--- config.mk ---
export PLATFORM = sky130hd
export DESIGN_NAME = slt_top
export DESIGN_NICKNAME = d
export VERILOG_FILES = /design/src/slt_pkg.sv /design/src/slt_sync_pulse.sv /design/src/slt_bert_lane.sv /design/src/slt_top.sv
export SDC_FILE = /design/constraint.sdc
export NUM_CORES = 2
export LEC_CHECK = 0
export BUFFER_PORTS_ARGS = -buffer_cell sky130_fd_sc_hd__buf_4
export CAP_MARGIN = 20
export CORE_MARGIN = 10
export CORE_UTILIZATION = 45
export DETAILED_ROUTE_END_ITERATION = 6
export GPL_ROUTABILITY_DRIVEN = 0
export GPL_TIMING_DRIVEN = 0
export HOLD_SLACK_MARGIN = 0.08
export PLACE_DENSITY = 0.73
export SYNTH_ARGS = -nofsm -noshare
export SYNTH_HDL_FRONTEND = slang
export SYNTH_SLANG_ARGS = --single-unit
--- constraint.sdc ---
create_clock -name mclk -period 4.55 [get_ports mclk]
set_input_delay 0.6825 -clock mclk [delete_from_list [all_inputs] [get_ports mclk]]
set_output_delay 0.6825 -clock mclk [all_outputs]
set_load 0.02 [all_outputs]
--- src/slt_pkg.sv ---
package slt_pkg;

    // ----------------------------------------
    // Register indices (byte address = 4 * index)
    // ----------------------------------------
    localparam logic [9:0] IDX_BUF_EMPTY = 10'h30d;
    localparam logic [9:0] IDX_SYNC_GEN = 10'h312;
    localparam logic [9:0] IDX_PORT_CLK = 10'h314;
    localparam logic [9:0] IDX_BERT_EN = 10'h315;
    localparam logic [9:0] IDX_BERT_CTRL = 10'h316;
    localparam logic [9:0] IDX_THR_LO = 10'h317;
    localparam logic [9:0] IDX_THR_MID = 10'h318;
    localparam logic [9:0] IDX_THR_HI = 10'h319;
    localparam logic [9:0] IDX_CNT_LO = 10'h31a;
    localparam logic [9:0] IDX_CNT_MID = 10'h31b;
    localparam logic [9:0] IDX_CNT_HI = 10'h31c;
    localparam logic [9:0] IDX_BERT_PASS = 10'h31d;
    localparam logic [9:0] IDX_CHK_CTRL = 10'h32c;
    localparam logic [9:0] IDX_REF_LO = 10'h32d;
    localparam logic [9:0] IDX_REF_HI = 10'h32e;
    localparam logic [9:0] IDX_CHK_STAT = 10'h32f;
    localparam logic [9:0] IDX_IRQ_STAT = 10'h340;
    localparam logic [9:0] IDX_IRQ_EN = 10'h341;
    localparam logic [9:0] IDX_IRQ_CLR = 10'h342;

    // ----------------------------------------
    // Field positions and reset values
    // ----------------------------------------
    localparam int SYNC_DUR_LSB = 4;
    localparam int BERT_LANE_LSB = 4;
    localparam int BERT_PAT_LSB = 2;
    localparam int BERT_RUN_BIT = 1;
    localparam int BERT_CLR_BIT = 0;
    localparam int CHK_SP_LSB = 4;
    localparam int CHK_M_LSB = 2;
    localparam int CHK_CLR_BIT = 1;
    localparam int CHK_EN_BIT = 0;
    localparam logic [7:0] PASS_RESET = 8'hff;
    localparam logic [23:0] COUNT_MAX = 24'hffffff;
    localparam logic [4:0] PRBS_FILL = 5'h1f;
    localparam int IRQ_SYNC = 0;
    localparam int IRQ_BERT = 1;
    localparam int IRQ_CHK = 2;
    localparam int IRQ_W = 3;

    // ----------------------------------------
    // Timing
    // ----------------------------------------
    localparam int unsigned MCLK_PERIOD_PS = 4000;
    localparam int unsigned PCLK_PERIOD_PS = 16000;
    // Half a link clock, rounded up, never below one cycle
    localparam int unsigned SYNC_HALF_RAW = (PCLK_PERIOD_PS / 2 + MCLK_PERIOD_PS - 1) / MCLK_PERIOD_PS;
    localparam logic [4:0] SYNC_HALF_CYC = 5'((SYNC_HALF_RAW < 1) ? 1 : SYNC_HALF_RAW);

    // ----------------------------------------
    // Types
    // ----------------------------------------
    typedef enum logic [1:0] {
        PAT_PRBS7 = 2'h0,
        PAT_PRBS15 = 2'h1,
        PAT_PRBS31 = 2'h2,
        PAT_NONE = 2'h3
    } slt_pattern_t;

    typedef enum logic {
        SYNC_IDLE = 1'b0,
        SYNC_LOW = 1'b1
    } slt_sync_state_t;

    // Settings shared by all lane checkers
    typedef struct packed {
        logic run;
        logic clear;
        slt_pattern_t pattern;
        logic [23:0] threshold;
    } slt_bert_cfg_t;

    // Converter-by-position received samples
    typedef logic [3:0][3:0][15:0] slt_samples_t;

endpackage : slt_pkg

--- src/slt_sync_pulse.sv ---
module slt_sync_pulse
    import slt_pkg::*;
(
    // Clock and reset
    input wire logic mclk,
    input wire logic rst_n,
    // Link error inputs
    input wire logic [7:0] char_error,
    input wire logic multiframe_end,
    input wire logic [1:0] dur_sel,
    // Outputs
    output logic [1:0] sync_request_output_n,
    output logic sync_error
);

    typedef struct packed {
        logic seen_err;
        slt_sync_state_t state;
        logic [4:0] cnt;
        logic err_pulse;
    } slt_sync_st_t;

    slt_sync_st_t s; // Registered state
    slt_sync_st_t next_s; // Next state
    logic [4:0] len; // Low time in mclk cycles
    logic start; // Sync error at multiframe close

    // ----------------------------------------
    // Low time and next state
    // ----------------------------------------
    always_comb begin
        case (dur_sel)
            2'h0: len = SYNC_HALF_CYC;
            2'h1: len = 5'(SYNC_HALF_CYC << 1);
            default: len = 5'(SYNC_HALF_CYC << 2);
        endcase
        start = multiframe_end && (s.seen_err || (|char_error));
        next_s = s;
        next_s.err_pulse = 1'b0;
        if (|char_error) begin
            next_s.seen_err = 1'b1;
        end
        // New multiframe starts clean
        if (multiframe_end) begin
            next_s.seen_err = 1'b0;
        end
        case (s.state)
            SYNC_LOW: begin
                if (s.cnt == 5'h0) begin
                    next_s.state = SYNC_IDLE;
                end else begin
                    next_s.cnt = s.cnt - 5'h1;
                end
            end
            default: begin
            end
        endcase
        // a new error restarts the low time
        if (start) begin
            next_s.state = SYNC_LOW;
            next_s.cnt = len - 5'h1;
            next_s.err_pulse = 1'b1;
        end
    end

    // State register
    always_ff @(posedge mclk) begin
        if (!rst_n) begin
            s <= '0;
        end else begin
            s <= next_s;
        end
    end

    // Both outputs low together
    assign sync_request_output_n = {2{s.state != SYNC_LOW}};
    assign sync_error = s.err_pulse;
endmodule : slt_sync_pulse

--- src/slt_bert_lane.sv ---
module slt_bert_lane
    import slt_pkg::*;
(
    // Clock and reset
    input wire logic mclk,
    input wire logic rst_n,
    // Settings
    input wire logic lane_enable,
    input wire slt_bert_cfg_t cfg,
    // Received serial bits
    input wire logic rx_bit,
    input wire logic rx_valid,
    // Results
    output logic [23:0] err_count,
    output logic pass,
    output logic fail_event
);

    typedef struct packed {
        logic [30:0] hist;
        logic [4:0] fill;
        logic [23:0] count;
        logic pass;
    } slt_lane_st_t;

    slt_lane_st_t s; // Registered state
    slt_lane_st_t next_s; // Next state

    // Self-synchronising predictor from past received bits
    function automatic logic prbs_predict(input slt_pattern_t p, input logic [30:0] h);
        case (p)
            PAT_PRBS7: prbs_predict = h[6] ^ h[5];
            PAT_PRBS15: prbs_predict = h[14] ^ h[13];
            default: prbs_predict = h[30] ^ h[27];
        endcase
    endfunction : prbs_predict

    // ----------------------------------------
    // Checker next state
    // ----------------------------------------
    always_comb begin
        next_s = s;
        if (cfg.clear) begin
            next_s = '0;
            next_s.pass = 1'b1;
        end else if (lane_enable && cfg.run && rx_valid) begin
            next_s.hist = {s.hist[29:0], rx_bit};
            if (s.fill != PRBS_FILL) begin
                next_s.fill = s.fill + 5'h1;
            end
            // pattern 3 counts nothing; count mismatches
            if (s.fill == PRBS_FILL && cfg.pattern != PAT_NONE
                    && rx_bit != prbs_predict(cfg.pattern, s.hist) && s.count != COUNT_MAX) begin
                next_s.count = s.count + 24'h1;
            end
        end
        if (!cfg.clear && next_s.count > cfg.threshold) begin
            next_s.pass = 1'b0;
        end
    end

    // State register, pass starts high
    always_ff @(posedge mclk) begin
        if (!rst_n) begin
            s <= '{hist: '0, fill: '0, count: '0, pass: 1'b1};
        end else begin
            s <= next_s;
        end
    end

    assign err_count = s.count;
    assign pass = s.pass;
    assign fail_event = s.pass && !next_s.pass;
endmodule : slt_bert_lane

--- src/slt_top.sv ---
// Added by the designer: register access over Wishbone.
module slt_top
    import slt_pkg::*;
(
    // Clock and reset
    input wire logic mclk,
    input wire logic rst_n,
    // Wishbone slave
    input wire logic wb_cyc_i,
    input wire logic wb_stb_i,
    input wire logic wb_we_i,
    input wire logic [11:0] wb_adr_i,
    input wire logic [3:0] wb_sel_i,
    input wire logic [31:0] wb_dat_i,
    output logic [31:0] wb_dat_o,
    output logic wb_ack_o,
    // Link layer status
    input wire logic [7:0] lane_buffer_empty,
    input wire logic [7:0] lane_char_error,
    input wire logic multiframe_end,
    // Lane bit streams
    input wire logic [7:0] lane_rx_bit,
    input wire logic [7:0] lane_rx_valid,
    // Transport samples
    input wire slt_samples_t samples,
    input wire logic sample_valid,
    // Outputs
    output logic [1:0] sync_request_output_n,
    output logic irq
);

    // ----------------------------------------
    // State
    // ----------------------------------------
    typedef struct packed {
        logic [7:0] sync_gen;
        logic port_clk_sel;
        logic [7:0] lane_en;
        logic [6:0] bert_ctrl;
        logic [23:0] thr;
        logic [5:0] chk_ctrl;
        logic [15:0] ref_sample;
        logic chk_fail;
        logic [IRQ_W-1:0] irq_stat;
        logic [IRQ_W-1:0] irq_en;
        logic ack;
        logic [31:0] rdata;
    } slt_regs_t;

    slt_regs_t s; // Registered state
    slt_regs_t next_s; // Next state
    slt_bert_cfg_t bert_cfg; // Shared lane settings
    logic [7:0][23:0] lane_count; // Per-lane counts
    logic [7:0] bert_pass; // Per-lane pass flags
    logic [7:0] lane_fail; // Pass flag falling
    logic sync_error; // Sync error pulse
    logic [9:0] idx; // Register index
    logic take; // Request taken this edge
    logic wr; // Write with low lane enabled
    logic [7:0] wbyte; // Written byte
    logic [2:0] lane_sel; // Reported lane
    logic [15:0] chk_sample; // Sample under check
    logic chk_miss; // Compare failed this cycle
    logic chk_clr; // Result clear strobe
    logic [IRQ_W-1:0] irq_set; // Event strobes

    // ----------------------------------------
    // Sync request generator
    // ----------------------------------------
    slt_sync_pulse u_sync (
        .mclk(mclk),
        .rst_n(rst_n),
        .char_error(lane_char_error),
        .multiframe_end(multiframe_end),
        .dur_sel(s.sync_gen[SYNC_DUR_LSB +: 2]),
        .sync_request_output_n(sync_request_output_n),
        .sync_error(sync_error)
    );

    // ----------------------------------------
    // Lane bit-error checkers
    // ----------------------------------------
    assign bert_cfg.run = s.bert_ctrl[BERT_RUN_BIT];
    assign bert_cfg.clear = s.bert_ctrl[BERT_CLR_BIT];
    assign bert_cfg.pattern = slt_pattern_t'(s.bert_ctrl[BERT_PAT_LSB +: 2]);
    assign bert_cfg.threshold = s.thr;

    genvar g;
    generate
        for (g = 0; g < 8; g++) begin : g_lane
            slt_bert_lane u_lane (
                .mclk(mclk),
                .rst_n(rst_n),
                .lane_enable(s.lane_en[g]),
                .cfg(bert_cfg),
                .rx_bit(lane_rx_bit[g]),
                .rx_valid(lane_rx_valid[g]),
                .err_count(lane_count[g]),
                .pass(bert_pass[g]),
                .fail_event(lane_fail[g])
            );
        end
    endgenerate

    // ----------------------------------------
    // Bus decode helpers
    // ----------------------------------------
    assign idx = wb_adr_i[11:2];
    // One answer per request; the cycle with ack high is never taken
    assign take = wb_cyc_i && wb_stb_i && !s.ack;
    // Data sits in the low byte, so only its lane enable matters
    assign wr = take && wb_we_i && wb_sel_i[0];
    assign wbyte = wb_dat_i[7:0];
    assign lane_sel = s.bert_ctrl[BERT_LANE_LSB +: 3];

    // ----------------------------------------
    // Sample check compare
    // ----------------------------------------
    always_comb begin
        chk_sample = samples[s.chk_ctrl[CHK_M_LSB +: 2]][s.chk_ctrl[CHK_SP_LSB +: 2]];
        chk_miss = s.chk_ctrl[CHK_EN_BIT] && sample_valid && (chk_sample != s.ref_sample);
        chk_clr = wr && idx == IDX_CHK_CTRL && wbyte[CHK_CLR_BIT];
    end

    // Events feeding the sticky status
    assign irq_set = {chk_miss, |lane_fail, sync_error};

    // ----------------------------------------
    // Register file next state
    // ----------------------------------------
    always_comb begin
        next_s = s;
        next_s.ack = take;
        // Sample check result, mismatch beats a clear in the same cycle
        if (s.chk_ctrl[CHK_EN_BIT] && sample_valid) begin
            // 0 on match, 1 on mismatch
            next_s.chk_fail = chk_miss;
        end else if (chk_clr) begin
            next_s.chk_fail = 1'b0;
        end
        if (chk_clr && chk_miss) begin
            next_s.chk_fail = 1'b1;
        end
        // Register writes
        if (wr) begin
            if (idx == IDX_SYNC_GEN) begin
                next_s.sync_gen = wbyte;
            end else if (idx == IDX_PORT_CLK) begin
                next_s.port_clk_sel = wbyte[0];
            end else if (idx == IDX_BERT_EN) begin
                next_s.lane_en = wbyte;
            end else if (idx == IDX_BERT_CTRL) begin
                next_s.bert_ctrl = wbyte[6:0];
            end else if (idx == IDX_THR_LO) begin
                next_s.thr[7:0] = wbyte;
            end else if (idx == IDX_THR_MID) begin
                next_s.thr[15:8] = wbyte;
            end else if (idx == IDX_THR_HI) begin
                next_s.thr[23:16] = wbyte;
            end else if (idx == IDX_CHK_CTRL) begin
                // Clear bit acts once and reads back as zero
                next_s.chk_ctrl = {wbyte[5:2], 1'b0, wbyte[0]};
            end else if (idx == IDX_REF_LO) begin
                next_s.ref_sample[7:0] = wbyte;
            end else if (idx == IDX_REF_HI) begin
                next_s.ref_sample[15:8] = wbyte;
            end else if (idx == IDX_IRQ_EN) begin
                next_s.irq_en = wbyte[IRQ_W-1:0];
            end else if (idx == IDX_IRQ_CLR) begin
                next_s.irq_stat = s.irq_stat & ~wbyte[IRQ_W-1:0];
            end else begin
                // Read-only or unmapped: write ignored
            end
        end
        // Set wins over a clear in the same cycle
        next_s.irq_stat = next_s.irq_stat | irq_set;
        // Read data, captured as ack rises
        next_s.rdata = 32'h0;
        if (take && !wb_we_i) begin
            if (idx == IDX_BUF_EMPTY) begin
                next_s.rdata[7:0] = lane_buffer_empty;
            end else if (idx == IDX_SYNC_GEN) begin
                next_s.rdata[7:0] = s.sync_gen;
            end else if (idx == IDX_PORT_CLK) begin
                next_s.rdata[7:0] = {7'h0, s.port_clk_sel};
            end else if (idx == IDX_BERT_EN) begin
                next_s.rdata[7:0] = s.lane_en;
            end else if (idx == IDX_BERT_CTRL) begin
                next_s.rdata[7:0] = {1'b0, s.bert_ctrl};
            end else if (idx == IDX_THR_LO) begin
                next_s.rdata[7:0] = s.thr[7:0];
            end else if (idx == IDX_THR_MID) begin
                next_s.rdata[7:0] = s.thr[15:8];
            end else if (idx == IDX_THR_HI) begin
                next_s.rdata[7:0] = s.thr[23:16];
            end else if (idx == IDX_CNT_LO) begin
                next_s.rdata[7:0] = lane_count[lane_sel][7:0];
            end else if (idx == IDX_CNT_MID) begin
                next_s.rdata[7:0] = lane_count[lane_sel][15:8];
            end else if (idx == IDX_CNT_HI) begin
                next_s.rdata[7:0] = lane_count[lane_sel][23:16];
            end else if (idx == IDX_BERT_PASS) begin
                next_s.rdata[7:0] = bert_pass;
            end else if (idx == IDX_CHK_CTRL) begin
                next_s.rdata[7:0] = {2'h0, s.chk_ctrl};
            end else if (idx == IDX_REF_LO) begin
                next_s.rdata[7:0] = s.ref_sample[7:0];
            end else if (idx == IDX_REF_HI) begin
                next_s.rdata[7:0] = s.ref_sample[15:8];
            end else if (idx == IDX_CHK_STAT) begin
                next_s.rdata[7:0] = {7'h0, s.chk_fail};
            end else if (idx == IDX_IRQ_STAT) begin
                next_s.rdata[IRQ_W-1:0] = s.irq_stat;
            end else if (idx == IDX_IRQ_EN) begin
                next_s.rdata[IRQ_W-1:0] = s.irq_en;
            end else begin
                // Unmapped and write-only read as zero
            end
        end
    end

    // ----------------------------------------
    // State register
    // ----------------------------------------
    always_ff @(posedge mclk) begin
        if (!rst_n) begin
            s <= '0;
        end else begin
            s <= next_s;
        end
    end

    // Outputs
    assign wb_ack_o = s.ack;
    assign wb_dat_o = s.rdata;
    assign irq = |(s.irq_stat & s.irq_en);
endmodule : slt_top

==> run metrics <==
vias in the first global route 29.86k; final hold viol count 0; share of layout cells above drive strength 1 0.1616; ys flop type dfxtp_1; initial antenna violation count 8; Req. time, crit path 5070 ps; Yosys Warn Count 0; drt pass-1 iters 7; async set-reset flop share out of synthesis 0; #FFs+latches synth 581; Max-slew headroom 0.1635; maximum number of pins on one net before global-route repair 17; mux contribution to synthesized area 0.1075; placed cell count 5315; clk sinks 581; peak supply drop 0.0002364 V; Layout area overhead 19.61%; adder-cell share of the synthesized area 0.08197; row cnt 99; worst skew pair latency 640 ps; pwr dens 269.5 nW/µm²; total of max-cap violations 0; number of synthesized flops with an enable pin 0; root buffer cell clkbuf_16; largest family of logic cells by synthesized area simple AND/OR/NAND/NOR gates; min-delay worst type in2reg; Final nets 5009; Final WS setup -46.68 ps; Mapped Area 33280 µm²; total grt overflow 0; fin. max-slew vios 0; Post-Syn Instances 4013; hold buffers post-CTS 0; Final period util 1.010; outcome finished with violations; Max Freq 217.5 MHz; Synth Area in Compound Gates 0.1100; Tmin final 4597 ps; mean cell area of the mapped netlist 8.292 µm²; Least-Margin Pin Slew 1255 ps; fin cells 5458; DR vias/cell 5.909; io pins 379; Die ar. 85230 µm²; post-detail-place hpwl 91890 µm; CP endpoint kind flop; final clock skew 17.61 ps; total number of vias 32.25k; register area share after synthesis 0.3495; initial DRC count 3478; distinct cell type count of the synthesized netlist 83; CP Max Fanout 7; WP data arrival 5110 ps; failing checks DRC, setup timing; post-synthesis xor/xnor area fraction 0.07159; LEAKAGE 15.52 nW; pre-CTS setup slack -1305 ps; top-area cell type share of the netlist area 0.3495; clk slew on worst S/H paths 70 ps; filler cell count 6628; crit start category flop; number of H-tree levels 2; first-pass GRT wire length 179500 µm; Routed Antenna Nets 0; cts bufs inserted 59; R2R cell count 17; total track usage 0.2722; final WL 122700 µm; routed len/inst 22.49 µm; Die Span Y 291.9 µm; Simple-Gate Fraction of Synth Area 0.2354; Die Span X 291.9 µm; Initial Util 0.4553; CP Class reg2reg; IO buf count 319; clk buf depth 3; Synth area leader dfxtp_1; CTS tree yes; WHS Path Cells 2; ranking of synthesized cells by area dfxtp_1, ha_1, nand2_1, mux4_2, nor2_1; Core ar. 73080 µm²; DRC errors left 11; setup violators final 1
[per-stage QoR]
stage | hold slack [ps] | setup TNS (ps) | utilization | instance area (µm²) | power [mW]
CTS | 184.6 | 0 | 0.5368 | 39230 | 10.75
finish | 209.7 | -46.68 | 0.5446 | 39800 | 10.73
global placement | 435.7 | -4164 | 0.5057 | 36960 | 5.753
floorplan | 413.0 | 0 | - | 33360 | 5.431
global route | 193.8 | -31.68 | 0.5446 | 39800 | 11.01
detailed placement | 440.4 | -4319 | 0.5058 | 36960 | 5.758
[synthesized netlist by cell type, types with 27 or more instances]
master and instances:
xor2_1 159, o21ai_0 63, and3_1 52, nand3_1 144, nand4_1 101, and2_1 27, nor2_1 550, a21o_1 28
a21oi_1 388, dfxtp_1 581, nor3_1 43, mux4_2 98, nand2_1 721, inv_1 70, clkbuf_1 183, ha_1 218
xnor2_1 113, buf_4 36, mux2i_1 103, buf_2 29
[where the power goes]
group	switching, mW	total, mW	leakage [nW]	internal, mW
Sequential	0.00454	5.09	4.69	5.09
Combinational	0.295	0.565	9.85	0.270
Clock	2.13	5.07	0.982	2.94
[sequential cells by signal, indices dropped and copies added (netlist names)]
register and cells:
g_lane.u_lane.err_count 192, u_sync.s 7, g_lane.u_lane.pass 8, lane_sel 3
u_sync.sync_error 1, s 45, g_lane.u_lane.s 288, wb_dat_o 8
wb_ack_o 1, bert_cfg 28
[repair_timing]
item,CTS,global route
resized for setup,45,88
endpoints found under the hold margin,0,0
pin swaps,9,25
endpoints found under the setup margin,8,6
setup buffers,6,26
[worst max-delay path, stage by stage, from the launching register on]
cell	delay (ps)
dfxtp_1	480
and4_1	290
nand4_1	170
nor2_2	320
nand4_1	250
nand4_1	250
buf_4	200
nor2_1	80
xnor2_1	180
nor2_1	70
ha_1	340
nand4_1	180
or4_4	620
nor3_4	220
nand3_1	180
nand3_1	160
o2111ai_1	120
o32a_1	360
[layout by cell type (no fill, tap or decap), drive strengths merged, types with 103 or more instances in the layout]
master	synthesis	layout
mux4	110	110
a21oi	389	389
clkbuf	183	265
xnor2	113	113
xor2	159	159
dfxtp	581	581
buf	80	433
mux2i	103	103
nand2	721	721
ha	218	218
nor2	550	550
nand3	144	144
[metal layers]
layer	wire length (µm)	vias up	global-route usage	share of wire
met5	0	-	0	0
met4	8286	0	0.1674	0.068
met3	14750	423	0.07452	0.12
met2	53940	1926	0.4294	0.44
met1	45770	15090	0.3274	0.37
li1	-	14810	-	-
[layout make-up]
cell class	instances	area [µm²]	area share
antenna	7	17.52	0.0004401
buffer	260	1244	0.03125
clock buffer	84	1700	0.04272
clock inverter	21	316.6	0.007953
inverter	70	262.8	0.006601
multi-input combinational	3122	20730	0.5208
sequential	581	11660	0.2929
tap	959	1200	0.03015
timing repair buffer	354	2673	0.06714
[path summary, 6_finish.rpt]
check	startpoint	endpoint	slack, ps
worst max-delay path	g_lane[5].u_lane.err_count[6]$_SDFF_PN0_	s[37]$_SDFF_PN0_	-50
worst min-delay path	multiframe_end	u_sync.s[7]$_SDFFE_PP0P_	210
worst max register to register	g_lane[5].u_lane.err_count[6]$_SDFF_PN0_	s[37]$_SDFF_PN0_	-50
worst min register to register	g_lane[1].u_lane.s[33]$_SDFFE_PP0P_	g_lane[1].u_lane.s[34]$_SDFFE_PP0P_	440
[cell families after synthesis]
| group | count (synthesis) |
|---|---|
| simple gates | 1767 |
| compound gates | 626 |
| flops | 581 |
| buf+inv | 333 |
| xor+xnor | 272 |
| fa+ha+maj | 218 |
| mux | 215 |
| other cells | 1 |
No activity file was read; power rests on OpenSTA's default activity.
